<file path="src/design/pcs_pkg.sv">
// package: constants and types for the pc sequencer and sleep control
package pcs_pkg;
    // wishbone register offsets (byte addresses)
    localparam logic [7:0] ADDR_PC_LOW = 8'h00;
    localparam logic [7:0] ADDR_FLAGS = 8'h04;
    localparam logic [7:0] ADDR_CTRL = 8'h08;
    localparam logic [7:0] ADDR_STAT = 8'h0c;
    localparam logic [7:0] ADDR_PC_FULL = 8'h10;
    localparam logic [7:0] ADDR_ID_BASE = 8'h20;
    localparam logic [7:0] ADDR_PROG_BASE = 8'h40;
    // flags register field positions
    localparam int FLG_PD_BIT = 3;
    localparam int FLG_TO_BIT = 4;
    localparam int FLG_PAGE_LO = 5;
    localparam int FLG_PAGE_HI = 6;
    // ctrl register fields
    localparam int CTL_WDT_EN_BIT = 0;
    localparam int CTL_CP_BIT = 1;
    localparam int CTL_PROG_BIT = 2;
    // reset values
    localparam logic [7:0] FLAGS_RST = 8'h18;
    localparam logic [7:0] CTRL_RST = 8'h00;
    localparam logic [11:0] ID_RST = 12'hfff;
    // instruction classes from the decoder
    typedef enum logic [2:0] {
        PCS_OP_NONE = 3'b000,
        PCS_OP_JUMP = 3'b001,
        PCS_OP_CALL = 3'b010,
        PCS_OP_PCL_WRITE = 3'b011,
        PCS_OP_SLEEP = 3'b100,
        PCS_OP_CLRWDT = 3'b101
    } pcs_op_e;
    // reset-delay timer timing
    localparam int DRT_MS = 18;
    localparam int CLK_MHZ = 100;
    localparam int DRT_CYCLES = DRT_MS * 1000 * CLK_MHZ;
    // id word count
    localparam int ID_WORDS = 4;
endpackage : pcs_pkg

</file>
<file path="src/design/pcs_mem_if.sv">
// interface: little memory port between core and id store
`timescale 1ns/100ps
`default_nettype none
interface pcs_mem_if #(parameter int AW = 2, parameter int DW = 12);
    logic we;
    logic [AW-1:0] addr;
    logic [DW-1:0] wdata;
    logic [DW-1:0] rdata;
    modport master (output we, output addr, output wdata, input rdata);
    modport slave (input we, input addr, input wdata, output rdata);
endinterface : pcs_mem_if
`default_nettype wire

</file>
<file path="src/design/pcs_id_mem.sv">
// small memory holding the identification words
`timescale 1ns/100ps
`default_nettype none
module pcs_id_mem #(
    parameter int AW = 2,
    parameter int DW = 12
) (
    // clock and reset
    input wire logic clk_i,
    input wire logic rst_i,
    // memory port
    pcs_mem_if.slave mem
);
    logic [DW-1:0] store_reg [2**AW];
    logic [DW-1:0] rdata_reg;

    // words erase to ones, written only in program mode
    always_ff @(posedge clk_i) begin
        if (rst_i) begin
            for (int i = 0; i < 2**AW; i++) begin
                store_reg[i] <= pcs_pkg::ID_RST;
            end
        end else if (mem.we) begin
            store_reg[mem.addr] <= mem.wdata;
        end
    end

    // registered read data
    always_ff @(posedge clk_i) begin
        if (rst_i) begin
            rdata_reg <= '0;
        end else begin
            rdata_reg <= store_reg[mem.addr];
        end
    end

    assign mem.rdata = rdata_reg;
endmodule : pcs_id_mem
`default_nettype wire

</file>
<file path="src/design/pcs_drt.sv">
// reset-delay timer: holds core reset for the nominal delay
`timescale 1ns/100ps
`default_nettype none
module pcs_drt #(
    parameter int CYCLES = pcs_pkg::DRT_CYCLES
) (
    // clock and reset
    input wire logic clk_i,
    input wire logic rst_i,
    // trigger and hold
    input wire logic start_i,
    output logic busy_o
);
    logic [31:0] cnt_reg;

    // elaboration check on the delay length
    if (CYCLES < 1) begin : g_bad_cycles
        $error("drt length must be at least one cycle");
    end

    // counts down from the trigger, busy while nonzero
    always_ff @(posedge clk_i) begin
        if (rst_i) begin
            cnt_reg <= '0;
        end else if (start_i) begin
            cnt_reg <= 32'(CYCLES);
        end else if (cnt_reg != '0) begin
            cnt_reg <= cnt_reg - 32'd1;
        end
    end

    assign busy_o = (cnt_reg != '0);
endmodule : pcs_drt
`default_nettype wire

</file>
<file path="src/design/pcs_core.sv">
// pc sequencer and sleep control core with wishbone registers
//
// Added by the designer: the Wishbone interface to the registers and the address map.
`timescale 1ns/100ps
`default_nettype none
module pcs_core #(
    parameter int PC_W = 9,
    parameter int IO_W = 8,
    parameter int DRT_CYCLES = pcs_pkg::DRT_CYCLES
) (
    // clock and reset
    input wire logic clk_i,
    input wire logic rst_i,
    // wishbone slave
    input wire logic wb_cyc_i,
    input wire logic wb_stb_i,
    input wire logic wb_we_i,
    input wire logic [7:0] wb_adr_i,
    input wire logic [3:0] wb_sel_i,
    input wire logic [31:0] wb_dat_i,
    output logic [31:0] wb_dat_o,
    output logic wb_ack_o,
    // instruction decoder
    input wire logic [2:0] op_i,
    input wire logic [8:0] jump_field_i,
    input wire logic [7:0] result_i,
    // master clear pin and watchdog
    input wire logic mclr_n_i,
    input wire logic wdt_timeout_i,
    output logic wdt_clear_o,
    // pin control held in power-down
    input wire logic [IO_W-1:0] io_out_i,
    input wire logic [IO_W-1:0] io_oe_n_i,
    output logic [IO_W-1:0] io_out_o,
    output logic [IO_W-1:0] io_oe_n_o,
    // program readout interface
    input wire logic [11:0] prog_data_i,
    // core status
    output logic [PC_W-1:0] pc_o,
    output logic osc_run_o,
    output logic core_reset_o,
    output logic mclr_drive_n_o
);
    // elaboration check on the pointer width
    if (PC_W < 9 || PC_W > 11) begin : g_bad_pc_w
        $error("pointer width must be 9, 10 or 11");
    end

    // bytes of a 32-bit write that reach the low byte
    function automatic logic [7:0] wb_byte0(input logic [31:0] d, input logic [3:0] s,
                                            input logic [7:0] old);
        wb_byte0 = s[0] ? d[7:0] : old;
    endfunction : wb_byte0

    // page bits into the upper pointer, width dependent
    function automatic logic [PC_W-1:0] with_page(input logic [8:0] low9,
                                                  input logic [7:0] flags);
        logic [10:0] full;
        full = {flags[pcs_pkg::FLG_PAGE_HI], flags[pcs_pkg::FLG_PAGE_LO], low9};
        with_page = full[PC_W-1:0];
    endfunction : with_page

    logic [PC_W-1:0] pc_reg;
    logic [7:0] flags_reg;
    logic [7:0] ctrl_reg;
    logic asleep_reg;
    logic wb_ack_reg;
    logic [31:0] wb_dat_reg;
    logic wdt_clear_reg;
    logic osc_run_reg;
    logic core_reset_reg;
    logic [IO_W-1:0] io_out_reg;
    logic [IO_W-1:0] io_oe_n_reg;
    logic drt_busy;
    logic wdt_wake;
    logic mclr_evt;
    logic wb_req;
    logic wb_wr;
    logic pcl_sw_wr;
    logic in_reset;

    pcs_mem_if #(.AW(2), .DW(12)) id_bus ();

    assign wb_req = wb_cyc_i && wb_stb_i && !wb_ack_reg;
    assign wb_wr = wb_req && wb_we_i;
    assign pcl_sw_wr = wb_wr && (wb_adr_i == pcs_pkg::ADDR_PC_LOW);
    // enabled watchdog expiry, external clear pin
    assign wdt_wake = wdt_timeout_i && ctrl_reg[pcs_pkg::CTL_WDT_EN_BIT];
    assign mclr_evt = !mclr_n_i;
    assign in_reset = drt_busy || mclr_evt;

    // reset-delay timer fired by watchdog time-out or while the clear pin is held low
    pcs_drt #(.CYCLES(DRT_CYCLES)) u_drt (
        .clk_i(clk_i),
        .rst_i(rst_i),
        .start_i(wdt_wake || mclr_evt),
        .busy_o(drt_busy)
    );

    pcs_id_mem #(.AW(2), .DW(12)) u_id (
        .clk_i(clk_i),
        .rst_i(rst_i),
        .mem(id_bus.slave)
    );

    // id words reachable only in program/verify mode
    assign id_bus.we = wb_wr && ctrl_reg[pcs_pkg::CTL_PROG_BIT]
                       && (wb_adr_i[7:4] == pcs_pkg::ADDR_ID_BASE[7:4]);
    assign id_bus.addr = wb_adr_i[3:2];
    assign id_bus.wdata = wb_dat_i[11:0];

    // program pointer sequencing
    always_ff @(posedge clk_i) begin
        if (rst_i || in_reset) begin
            pc_reg <= '1;
        end else if (pcl_sw_wr) begin
            pc_reg <= with_page({1'b0, wb_byte0(wb_dat_i, wb_sel_i, pc_reg[7:0])},
                                flags_reg);
        end else if (!asleep_reg) begin
            case (op_i)
                pcs_pkg::PCS_OP_JUMP: pc_reg <= with_page(jump_field_i, flags_reg);
                pcs_pkg::PCS_OP_CALL,
                pcs_pkg::PCS_OP_PCL_WRITE: pc_reg <= with_page({1'b0, result_i},
                                                              flags_reg);
                pcs_pkg::PCS_OP_SLEEP: pc_reg <= pc_reg + PC_W'(1);
                default: pc_reg <= pc_reg + PC_W'(1);
            endcase
        end
    end

    // sleep state: entered only by the sleep op, left by reset events
    always_ff @(posedge clk_i) begin
        if (rst_i) begin
            asleep_reg <= 1'b0;
        end else if (mclr_evt || wdt_wake) begin
            asleep_reg <= 1'b0;
        end else if (!in_reset && op_i == pcs_pkg::PCS_OP_SLEEP) begin
            asleep_reg <= 1'b1;
        end
    end

    // flags: page bits by software, to/pd by hardware events
    always_ff @(posedge clk_i) begin
        if (rst_i) begin
            flags_reg <= pcs_pkg::FLAGS_RST;
        end else begin
            if (wb_wr && wb_adr_i == pcs_pkg::ADDR_FLAGS && wb_sel_i[0]) begin
                flags_reg[pcs_pkg::FLG_PAGE_HI:pcs_pkg::FLG_PAGE_LO] <=
                    wb_dat_i[pcs_pkg::FLG_PAGE_HI:pcs_pkg::FLG_PAGE_LO];
                flags_reg[7] <= wb_dat_i[7];
                flags_reg[2:0] <= wb_dat_i[2:0];
            end
            if (wdt_wake) begin
                flags_reg[pcs_pkg::FLG_TO_BIT] <= 1'b0;
            end else if (!in_reset && !asleep_reg && op_i == pcs_pkg::PCS_OP_SLEEP) begin
                flags_reg[pcs_pkg::FLG_TO_BIT] <= 1'b1;
                flags_reg[pcs_pkg::FLG_PD_BIT] <= 1'b0;
            end
        end
    end

    // watchdog clear pulse on sleep and on every wake-up
    always_ff @(posedge clk_i) begin
        if (rst_i) begin
            wdt_clear_reg <= 1'b0;
        end else begin
            wdt_clear_reg <= (!in_reset && !asleep_reg && op_i == pcs_pkg::PCS_OP_SLEEP)
                             || (!in_reset && !asleep_reg && op_i == pcs_pkg::PCS_OP_CLRWDT)
                             || (asleep_reg && (mclr_evt || wdt_wake));
        end
    end

    // oscillator driver off while asleep; core reset from timer or pin
    always_ff @(posedge clk_i) begin
        if (rst_i) begin
            osc_run_reg <= 1'b1;
            core_reset_reg <= 1'b1;
        end else begin
            osc_run_reg <= !(asleep_reg || (!in_reset && op_i == pcs_pkg::PCS_OP_SLEEP));
            core_reset_reg <= in_reset;
        end
    end

    // pin state frozen during power-down
    always_ff @(posedge clk_i) begin
        if (rst_i) begin
            io_out_reg <= '0;
            io_oe_n_reg <= '1;
        end else if (!asleep_reg) begin
            io_out_reg <= io_out_i;
            io_oe_n_reg <= io_oe_n_i;
        end
    end

    // control register written by software
    always_ff @(posedge clk_i) begin
        if (rst_i) begin
            ctrl_reg <= pcs_pkg::CTRL_RST;
        end else if (wb_wr && wb_adr_i == pcs_pkg::ADDR_CTRL && wb_sel_i[0]) begin
            ctrl_reg <= wb_dat_i[7:0];
        end
    end

    // wishbone ack: one cycle after the request, dropped next cycle
    always_ff @(posedge clk_i) begin
        if (rst_i) begin
            wb_ack_reg <= 1'b0;
        end else begin
            wb_ack_reg <= wb_req;
        end
    end

    // read data mux, registered with the ack
    always_ff @(posedge clk_i) begin
        if (rst_i) begin
            wb_dat_reg <= '0;
        end else if (wb_req && !wb_we_i) begin
            case (wb_adr_i)
                pcs_pkg::ADDR_PC_LOW: wb_dat_reg <= {24'h000000, pc_reg[7:0]};
                pcs_pkg::ADDR_FLAGS: wb_dat_reg <= {24'h000000, flags_reg};
                pcs_pkg::ADDR_CTRL: wb_dat_reg <= {24'h000000, ctrl_reg};
                pcs_pkg::ADDR_STAT: wb_dat_reg <= {28'h0000000, drt_busy, osc_run_reg,
                                                   core_reset_reg, asleep_reg};
                pcs_pkg::ADDR_PC_FULL: wb_dat_reg <= {{(32-PC_W){1'b0}}, pc_reg};
                pcs_pkg::ADDR_PROG_BASE: begin
                    if (ctrl_reg[pcs_pkg::CTL_PROG_BIT] && !ctrl_reg[pcs_pkg::CTL_CP_BIT]) begin
                        wb_dat_reg <= {20'h00000, prog_data_i};
                    end else begin
                        wb_dat_reg <= '0;
                    end
                end
                default: wb_dat_reg <= '0;
            endcase
        end
    end

    // id read data arrives registered; ack timing matches
    logic id_rd_reg;
    always_ff @(posedge clk_i) begin
        if (rst_i) begin
            id_rd_reg <= 1'b0;
        end else begin
            id_rd_reg <= wb_req && !wb_we_i && ctrl_reg[pcs_pkg::CTL_PROG_BIT]
                         && (wb_adr_i[7:4] == pcs_pkg::ADDR_ID_BASE[7:4]);
        end
    end

    assign wb_ack_o = wb_ack_reg;
    assign wb_dat_o = id_rd_reg ? {20'h00000, id_bus.rdata} : wb_dat_reg;
    assign wdt_clear_o = wdt_clear_reg;
    assign pc_o = pc_reg;
    assign osc_run_o = osc_run_reg;
    assign core_reset_o = core_reset_reg;
    assign mclr_drive_n_o = 1'b1;
    assign io_out_o = io_out_reg;
    assign io_oe_n_o = io_oe_n_reg;
endmodule : pcs_core
`default_nettype wire

</file>
<file path="config.mk">
export PLATFORM = sky130hd
export DESIGN_NAME = pcs_core
export DESIGN_NICKNAME = d
export VERILOG_FILES = /design/src/design/pcs_pkg.sv /design/src/design/pcs_mem_if.sv /design/src/design/pcs_id_mem.sv /design/src/design/pcs_drt.sv /design/src/design/pcs_core.sv
export SDC_FILE = /design/constraint.sdc
export NUM_CORES = 1
export LEC_CHECK = 0
export BUFFER_PORTS_ARGS = -buffer_cell sky130_fd_sc_hd__buf_2
export CAP_MARGIN = 25
export CORE_MARGIN = 2
export CORE_UTILIZATION = 59
export DETAILED_ROUTE_END_ITERATION = 12
export PLACE_DENSITY = 0.86
export SYNTH_ARGS = -nofsm -noshare
export SYNTH_HDL_FRONTEND = slang
export SYNTH_HIERARCHICAL = 1
export SYNTH_SLANG_ARGS = --single-unit
export TNS_END_PERCENT = 1
</file>
<file path="constraint.sdc">
create_clock -name clk_i -period 5.4 [get_ports clk_i]
set_input_delay 1.08 -clock clk_i [delete_from_list [all_inputs] [get_ports clk_i]]
set_output_delay 1.08 -clock clk_i [all_outputs]
set_load 0.1 [all_outputs]
</file>
After elaboration in Yosys (flattened, before gate mapping)
Memories as Yosys holds them, arrays and structs flattened. A register that Yosys moved wholly into a read port is not among the register bits.
Index checks and enable logic that the tools add are counted.
{ "totals": {"ram_bits": 48, "ff_bits": 111, "wordCells": 95, "out_inout_bits": 62, "memories": 1, "in_bits": 99} }
{ "classes": {"reduce_logical": 42, "n_mux": 19, "bitwise": 1, "n_eq_ne": 13, "n_addsub": 2} }
{ "mem_list": {"columns": ["name", "words", "width", "read_ports", "rd_clocked_by_memory_dff", "wr", "line_no", "text"], "rows": [
  ["u_id.store_reg", 4, 12, 1, 1, 4, "pcs_id_mem.sv:14", "logic [DW-1:0] store_reg [2**AW];"]
]} }
{ "op_table": {"columns": ["operator", "count"], "rows": [
  ["12-bit one-hot mux with 6 select lines", 1],
  ["21-bit 2-to-1 mux", 2],
  ["32-bit 2-to-1 mux", 1],
  ["32-bit nonzero test", 1],
  ["32-bit by 1-bit subtractor with 32-bit output (second input constant)", 1],
  ["12-bit 2-to-1 mux", 2],
  ["1-bit logical AND", 20],
  ["9-bit 2-to-1 mux", 2],
  ["9-bit one-hot mux with 2 select lines", 1],
  ["8-bit by 4-bit equality test with 1-bit output (second input constant)", 2],
  ["12-bit OR reduction", 1],
  ["9-bit by 1-bit adder with 9-bit output (second input constant)", 1],
  ["8-bit by 3-bit equality test with 1-bit output (second input constant)", 1],
  ["8-bit by 5-bit equality test with 1-bit output (second input constant)", 1],
  ["8-bit by 7-bit equality test with 1-bit output (second input constant)", 1],
  ["8-bit logical NOT", 1],
  ["8-bit 2-to-1 mux", 1],
  ["1-bit logical NOT", 7],
  ["1-bit 2-to-1 mux", 7],
  ["3-bit by 2-bit equality test with 1-bit output (second input constant)", 2],
  ["3-bit equality test (second input constant)", 2],
  ["1-bit logical OR", 6],
  ["4-bit by 2-bit equality test with 1-bit output (second input constant)", 1],
  ["2-bit 2-to-1 mux", 2],
  ["7 further kinds", 10]
]} }

Logic depth before layout (Yosys ltp)
Gate-level depths: netlist (run 1).
{ "depth": {"ltp_word": 10, "mapped_depth": 12, "mapped_depth_nobuf": 11} }

Modules after synthesis
Netlist (run 1), hierarchy kept.
{ "modules_own_cells": {"columns": ["mod", "seq_area_each_um2", "area_per_inst_um2", "n_inst", "cells_each"], "rows": [
  ["pcs_core", 1181.1, 3259.4, 1, 358],
  ["pcs_id_mem", 1681.6, 2472.4, 1, 163],
  ["pcs_drt", 640.6, 1591.5, 1, 181]
]} }

Worst setup path after synthesis (run 1)
No wires, ideal clock.
{ "synth_timing": {"path_kind": "input to register", "from": "input port wb_cyc_i", "to": "memory u_id.store_reg[1][0], enable pin", "t_arrival_ps": 2537, "path_stages": 6, "setup_time_ps": 352, "required_ps": 5048, "slack_ps": 2512, "path_buffers": 2, "path_cell_list": "and4b_1 buf_2 and3_2 nor4bb_4 buf_4 or2_1"} }
{ "synth_lines": {"columns": ["element", "line_no", "text"], "rows": [
  ["from (decl)", "pcs_core.sv:15", "input wire logic wb_cyc_i,"],
  ["to (decl)", "pcs_id_mem.sv:14", null]
]} }

Worst setup path after layout (run 1)
{ "layout_timing": {"from": "register u_drt.cnt_reg[0]", "to": "register pc_reg[2], in the netlist pc_o[2]"} }
{ "layout_between": {"elab_chain_len": 3} }
{ "layout_rtl": {"columns": ["element", "line_no", "text"], "rows": [
  ["from (decl)", "pcs_drt.sv:14", "logic [31:0] cnt_reg;"],
  ["from (signal assigned)", "pcs_drt.sv:26", "cnt_reg <= 32'(CYCLES);"],
  ["from (signal assigned)", "pcs_drt.sv:28", "cnt_reg <= cnt_reg - 32'd1;"],
  ["32-bit nonzero test", "pcs_drt.sv:32", "assign busy_o = (cnt_reg != '0);"],
  ["via drt_busy", "pcs_core.sv:74", "logic drt_busy;"],
  ["1-bit logical OR", "pcs_core.sv:90", "assign in_reset = drt_busy || mclr_evt;"],
  ["1-bit logical OR", "pcs_core.sv:114", "if (rst_i || in_reset) begin"],
  ["to (signal assigned)", "pcs_core.sv:117", "pc_reg <= with_page({1'b0, wb_byte0(wb_dat_i, wb_sel_i, pc_reg[7:0])},"],
  ["to (signal assigned)", "pcs_core.sv:121", "pcs_pkg::PCS_OP_JUMP: pc_reg <= with_page(jump_field_i, flags_reg);"],
  ["to (signal assigned)", "pcs_core.sv:123", "pcs_pkg::PCS_OP_PCL_WRITE: pc_reg <= with_page({1'b0, result_i},"],
  ["to (decl)", "pcs_core.sv:63", "logic [PC_W-1:0] pc_reg;"]
]} }
The timed path passes the listed nets, and every way through them passes these cells.
A chain may end at the register's enable or synchronous reset.

==> results of run 1 <==
==> power by group through the flow <==
stage	Sequential [uW]	Combinational, uW	Clock (uW)
CTS	1220	363	1230
finish	1220	366	1220
global placement	1240	350	0
detailed placement	1240	358	0
floorplan	1280	248	0
global route	1220	387	1280
==> kinds of logic (layout without fill, tap and decap cells) <==
kind of cell	count (synthesis)	after routing	share of synthesized area (%)
compound gates	156	156	14.8
xor+xnor	24	24	2.87
fa+ha+maj	3	3	0.513
buf+inv	72	165	5.83
flops	151	151	47.8
mux	65	65	9.16
other cells	2	23	0.103
simple gates	229	229	18.8
==> stage by stage <==
stage,instance area [um^2],instances,utilization (%)
floorplan,7390,721,-
global placement,7830,949,64.9
detailed placement,7830,949,64.9
CTS,8430,981,69.9
global route,8450,984,70.0
finish,8450,984,70.0
==> placed cells by master (no fill, tap or decap), drive strengths merged, types with 9 or more instances in the layout <==
cell    count
buf       120
nor2b      13
conb       21
nor2       64
mux2       16
xor2       17
clkbuf     18
or4         9
nand2      18
a21oi      29
nor3       11
nor4       10
dfxtp     103
o22ai      25
edfxtp     48
nand2b     50
inv        13
a211o       9
a31oi       9
o21ai      29
mux2i      49
a22oi      12
clkinv      9
==> worst max-delay path: stages (launching register included) <==
cell,delay [ns]
dfxtp_1,0.33
inv_1,0.13
ha_1,0.17
or4b_2,0.57
or4_1,0.78
nor2_2,0.33
inv_1,0.21
nor3b_1,0.60
inv_1,0.24
a21oi_1,0.17
o21ai_0,0.11
==> layer usage <==
layer  GRT usage (%)  share of wire (%)
met5               0                  0
met1            36.0                 41
met3            4.65                6.7
met2            47.6                 49
met4            11.6                3.0
==> area by class of cell <==
type	count	area, um^2	share of cell area, %
clock inverters	14	175	2.07
clock buffers	18	429	5.08
flip-flops and latches	151	3500	41.5
repair buffers	120	611	7.23
diodes	2	5.00	0.0593
well taps	168	210	2.49
inverters	13	48.8	0.578
multi-input cells	498	3460	41.0
==> worst max-delay path by stage <==
stage / to / start
2_1_floorplan: u_id/store_reg[1][0] / wb_cyc_i
3_3_place_gp: u_id/store_reg[1][10] / wb_cyc_i
3_5_place_dp: u_id/store_reg[1][2] / wb_cyc_i
4_1_cts: pc_o[2] / u_drt/cnt_reg[0]
5_1_grt: pc_o[2] / u_drt/cnt_reg[0]
6_report: pc_o[2] / u_drt/cnt_reg[0]
==> metrics.yaml, run 1 <==
cts:
  clk_path_buf_depth: 2
  htreeDepth: 4
  cts-root-buf: "clkbuf_16"
  numCtsBuffers: 17
  cts_hold_buf: 0
  cts-resized-gates: 0
  insertion_delay_ns: 0.42
  path_clk_slew_ns: 0.06
  cts_tree: "done"
  cts.sinks: 151
  postCtsSetupBuffers: 0
drt:
  final_antenna_net_count: 0
  drc_errors: 0
  initialDrtViolationCount: 630
  wl_per_cell_um: 18.4
  first_pass_iters: 6
  vias_per_cell: 6.02
  routed_wl_um: 18100
  vias: 5920
synth:
  synth.most_common_cell: "dfxtp_1"
  syn_area_per_cell_um2: 10.4
  synth_top_area_share_pct: 28.2
  ys_warn_count: 6
  synthArstFlopShare_pct: 0
  synthTopCellsByCount: "103 x dfxtp_1, 63 x nor2_1, 50 x nand2b_1"
  synthDistinctLibCells: 80
  synth_seq_cells: 151
  synth-edff-count: 48
  ys_top_cells_by_area: "dfxtp_1 28%, edfxtp_1 20%, mux2i_1 6.7%"
  synth_top_area_cell: "dfxtp_1"
  ys.flop_type: "dfxtp_1"
  yosysSeqAreaShare_pct: 47.8
  synthCells: 702
  netlist_area_um2: 7320
sta:
  rsz0062_at_grt: "false"
  finalSetupViolCount: 0
  fin_tns_setup_ns: 0
  final.setup.worst_slack_ns: 1.65
  clock_skew_ns: 0.00770
  maxSlewHeadroom_pct: 30.9
  hold_viol: 0
  min_period_ns: 3.75
  max_freq_mhz: 267
  timing.hold.ws_ns: 0.462
  tightestPinTransition_ns: 1.03
  finalCritPeriodShare_pct: 69.5
  slew_viol_final: 0
power_and_ir_drop:
  power_leakage_uw: 0.00322
  pwr-share-clk_pct: 43.4
  power_uw: 2800
  switching_share_pct: 27.8
  switchingPower_uw: 779
  p_per_area_nw_per_um2: 332
  seq_power_share_pct: 43.5
  internal_power_uw: 2020
  peakVddDrop_v: 0.000222
  comb_power_share_pct: 13.1
placement:
  globalplace.congestion: 0.929
  io_buffers: 116
  dp_hpwl_um: 12100
  place_ws_ns: 1.62
min_path:
  min_to: "wb_dat_reg[11]"
  min_delay_path_depth: 2
  hold_path_class: "reg2reg"
  hp-start: "wb_dat_reg[11]"
worst_setup_path:
  r2r-start: "u_drt/cnt_reg[0]"
  startpoint_type: "flop"
  r2r_cells: 10
  path_max_fanout: 19
  cp-end-kind: "flop"
  worst-setup-path-type: "reg2reg"
  rrSetupSlack_ns: 1.65
  arrival_ns: 4.05
  r2r_end: "pc_o[2]"
  cp.required_ns: 5.70
floorplan:
  initial_core_util_pct: 60.7
  pin_count: 161
  core_area_um2: 12100
  fp.dieH_um: 115
  dieArea_um2: 13300
  row_count: 40
  die_w_um: 115
cells_and_area:
  area_delta_synth_final_pct: 15.3
  layout-drive-gt1-share_pct: 24.3
  fillers: 895
  nets: 903
  largest_reg_flops: 48
global_routing:
  grt_pass1_vias: 5667
  antenna_found_initial: 2
  grt_max_degree: 39
  overflow: 0
  grt_pass1_wl_um: 28900
  track_usage_pct: 28.1
status:
  status: "finished, final reports clean"
job:
  max-cap-violations: 0
Power figures use the tool's default switching activity.
==> run 2, diff against run 1 <==
--- a/config.mk
+++ b/config.mk
@@ -5,12 +5,13 @@
 export SDC_FILE = /design/constraint.sdc
 export NUM_CORES = 1
 export LEC_CHECK = 0
+export ABC_AREA = 1
 export BUFFER_PORTS_ARGS = -buffer_cell sky130_fd_sc_hd__buf_2
 export CAP_MARGIN = 25
 export CORE_MARGIN = 2
-export CORE_UTILIZATION = 59
+export CORE_UTILIZATION = 50
 export DETAILED_ROUTE_END_ITERATION = 12
-export PLACE_DENSITY = 0.86
+export PLACE_DENSITY = 0.76
 export SYNTH_ARGS = -nofsm -noshare
 export SYNTH_HDL_FRONTEND = slang
 export SYNTH_HIERARCHICAL = 1
==> constraint.sdc (replaced) <==
create_clock -name clk_i -period 3.4 [get_ports clk_i]
set_input_delay 0.68 -clock clk_i [delete_from_list [all_inputs] [get_ports clk_i]]
set_output_delay 0.68 -clock clk_i [all_outputs]
set_load 0.1 [all_outputs]
==> metrics.yaml, run 2 <==
power_and_ir_drop:
  peakVddDrop_v: 0.000398  # was 0.000222 V
  switching_share_pct: 31.6  # was 27.8%
  internal_power_uw: 3030  # was 2020 uW
  comb_power_share_pct: 15.1  # was 13.1%
  switchingPower_uw: 1400  # was 779 uW
  power_uw: 4440  # was 2800 uW
  power_leakage_uw: 0.00448  # was 0.00322 uW
  p_per_area_nw_per_um2: 470  # was 332 nW/um^2
  pwr-share-clk_pct: 41.4  # was 43.4%
  seq_power_share_pct: 43.5  # about the same
drt:
  wl_met3_um: 1010  # was 1210 um
  initialDrtViolationCount: 552  # was 630
  top_layer: "met4"  # unchanged
  routed_wl_um: 20900  # was 18100 um
  final_antenna_net_count: 0  # unchanged
  first_pass_iters: 5  # was 6
  vias: 7419  # was 5920
  wl_per_cell_um: 14.4  # was 18.4 um
  drc_errors: 0  # unchanged
  wl_met2_um: 10500  # was 8900 um
  vias_per_cell: 5.12  # was 6.02
  met1Wirelength_um: 8850  # was 7440 um
synth:
  synthCells: 1106  # was 702
  synthArstFlopShare_pct: 0  # unchanged
  synthTopCellsByCount: "274 x nand2_1, 145 x inv_1, 126 x nand3_1"  # was 103 x dfxtp_1, 63 x nor2_1, 50 x nand2b_1
  synth-edff-count: 48  # unchanged
  synth_seq_cells: 151  # unchanged
  synth_top_family_by_area: "simple AND/OR/NAND/NOR gates"  # unchanged
  synth_top_area_share_pct: 25.1  # was 28.2%
  ys_top_cells_by_area: "dfxtp_1 25%, edfxtp_1 18%, nand2_1 13%"  # was dfxtp_1 28%, edfxtp_1 20%, mux2i_1 6.7%
  yosysSeqAreaShare_pct: 42.7  # was 47.8%
  synth.most_common_cell: "nand2_1"  # was dfxtp_1
  synth_compound_area_share_pct: 7.16  # was 14.8%
  synth-simple-area-share_pct: 34.7  # was 18.8%
  ys.flop_type: "dfxtp_1"  # unchanged
  synthDistinctLibCells: 49  # was 80
  synth_xor_area_share_pct: 1.07  # was 2.87%
  synth_top_area_cell: "dfxtp_1"  # unchanged
  netlist_area_um2: 8210  # was 7320 um^2
  syn_area_per_cell_um2: 7.42  # was 10.4 um^2
  synth-adder-area-share_pct: 0.457  # was 0.513%
  ys_warn_count: 6  # unchanged
  synth.area.mux_share_pct: 1.65  # was 9.16%
placement:
  io_buffers: 116  # unchanged
  globalplace.congestion: 0.907  # was 0.929
  place_area_um2: 8850  # was 7830 um^2
  dp_hpwl_um: 15100  # was 12100 um
floorplan:
  die_w_um: 132  # was 115 um
  core_area_um2: 15900  # was 12100 um^2
  pin_count: 161  # unchanged
  fp.dieH_um: 132  # was 115 um
  row_count: 46  # was 40
  dieArea_um2: 17500  # was 13300 um^2
  initial_core_util_pct: 51.5  # was 60.7%
min_path:
  min_to: "io_oe_n_o[2]"  # was wb_dat_reg[11]
  hold_path_class: "in2reg"  # was reg2reg
  min_delay_path_depth: 3  # was 2
  hp-start: "io_oe_n_i[2]"  # was wb_dat_reg[11]
cts:
  postCtsSetupBuffers: 0  # unchanged
  htreeDepth: 4  # unchanged
  cts_tree: "done"  # unchanged
  cts_hold_buf: 0  # unchanged
  insertion_delay_ns: 0.43  # was 0.42 ns
  cts-resized-gates: 0  # unchanged
  path_clk_slew_ns: 0.07  # was 0.06 ns
  numCtsBuffers: 17  # unchanged
  cts-root-buf: "clkbuf_16"  # unchanged
  cts.sinks: 151  # unchanged
  clk_path_buf_depth: 2  # unchanged
cells_and_area:
  fillers: 1502  # was 895
  largest_reg_flops: 48  # unchanged
  area_delta_synth_final_pct: 14.9  # was 15.3%
  stdcell_area_um2: 9440  # was 8450 um^2
  layout_common_cells: "274 x nand2_1, 145 x inv_1, 126 x nand3_1"  # was 116 x buf_2, 103 x dfxtp_1, 63 x nor2_1
  final_core_util_pct: 59.2  # was 70.0%
  nets: 1321  # was 903
  layout-drive-gt1-share_pct: 20.5  # was 24.3%
  final_common_cell: "nand2_1"  # was buf_2
worst_setup_path:
  r2r_end: "pc_o[7]"  # was pc_o[2]
  path_max_fanout: 10  # was 19
  worst-setup-path-type: "reg2reg"  # unchanged
  r2r-start: "u_drt/cnt_reg[0]"  # unchanged
  rrSetupSlack_ns: 0.84  # was 1.65 ns
  cp-end-kind: "flop"  # unchanged
  cp.required_ns: 3.73  # was 5.70 ns
  r2r_cells: 13  # was 10
  arrival_ns: 2.90  # was 4.05 ns
  startpoint_type: "flop"  # unchanged
sta:
  fin_tns_setup_ns: 0  # unchanged
  maxSlewHeadroom_pct: 46.1  # was 30.9%
  finalCritPeriodShare_pct: 75.4  # was 69.5%
  tightestPinTransition_ns: 0.807  # was 1.03 ns
  rsz0062_at_grt: "false"  # unchanged
  slew_viol_final: 0  # unchanged
  finalSetupViolCount: 0  # unchanged
  clock_skew_ns: 0.00936  # was 0.00770 ns
  timing.hold.ws_ns: 0.446  # was 0.462 ns
  min_period_ns: 2.56  # was 3.75 ns
  max_freq_mhz: 390  # was 267 MHz
  hold_viol: 0  # unchanged
global_routing:
  antenna_found_initial: 2  # unchanged
  overflow: 0  # unchanged
  grt_pass1_wl_um: 33500  # was 28900 um
  grt_max_degree: 36  # was 39
  grt_pass1_vias: 6856  # was 5667
  track_usage_pct: 24.2  # was 28.1%
job:
  max-cap-violations: 0  # unchanged
status:
  status: "finished, final reports clean"  # unchanged
run 2: critical path, stage by stage (launching register included):
cell	delay, ns
dfxtp_1	0.33
inv_1	0.16
ha_1	0.18
inv_1	0.07
nor2_1	0.10
nand3_1	0.07
nor4b_1	0.46
inv_1	0.16
inv_1	0.08
nand2_1	0.08
nor2_1	0.53
nand2_1	0.13
clkinv_1	0.07
nand2_1	0.04
run 2: layout make-up:
| type | count | area [um^2] | share of cell area, % |
|---|---|---|---|
| sequential | 151 | 3500 | 37.1 |
| timing repair buffer | 129 | 678 | 7.19 |
| clock buffer | 17 | 425 | 4.51 |
| clock inverter | 15 | 160 | 1.70 |
| tap | 216 | 270 | 2.86 |
| multi-input combinational | 760 | 3780 | 40.0 |
| antenna | 2 | 5.00 | 0.0530 |
| inverter | 160 | 617 | 6.54 |
run 2: power by group through the flow:
stage          clock, uW  sequential [uW]  combinational [uW]
2_1_floorplan          0             2040                 450
3_3_place_gp           0             1970                 657
3_5_place_dp           0             1970                 662
4_1_cts             1860             1930                 665
5_1_grt             1950             1930                 719
6_report            1840             1930                 668
run 2: worst max-delay path by stage:
stage,startpoint,slack [ns],endpoint,cells past startpoint
after floorplan,wb_ack_o,0.56,u_id/store_reg[1][0],7
after global placement,u_drt/cnt_reg[8],0.89,pc_o[7],13
after detailed placement,u_drt/cnt_reg[0],0.91,pc_o[7],13
after CTS,id_rd_reg,0.82,wb_dat_o[2],2
after global routing,u_drt/cnt_reg[18],0.64,pc_o[5],13
final,u_drt/cnt_reg[0],0.84,pc_o[7],13
run 2: cells by family after synthesis:
| kind of cell | count (synthesis) |
|---|---|
| and+or+nand+nor | 606 |
| adders and majority gates | 3 |
| muxes | 12 |
| AOI/OAI and AO/OA | 108 |
| other | 2 |
| DFF | 151 |
| buffers and inverters | 214 |
| xor gates and xnor gates | 10 |
run 2: metal layers:
metal | vias to the layer above | track usage (%)
met5 | - | 0
met3 | 41 | 4.08
li1 | 3718 | -
met4 | 0 | 10.1
met1 | 3443 | 29.9
met2 | 217 | 41.7
run 2: metrics by stage:
| stage | worst slack, ns | std cells |
|---|---|---|
| floorplan | 0.558 | 1125 |
| global placement | 0.892 | 1416 |
| detailed placement | 0.914 | 1416 |
| CTS | 0.824 | 1448 |
| global route | 0.639 | 1450 |
| finish | 0.836 | 1450 |
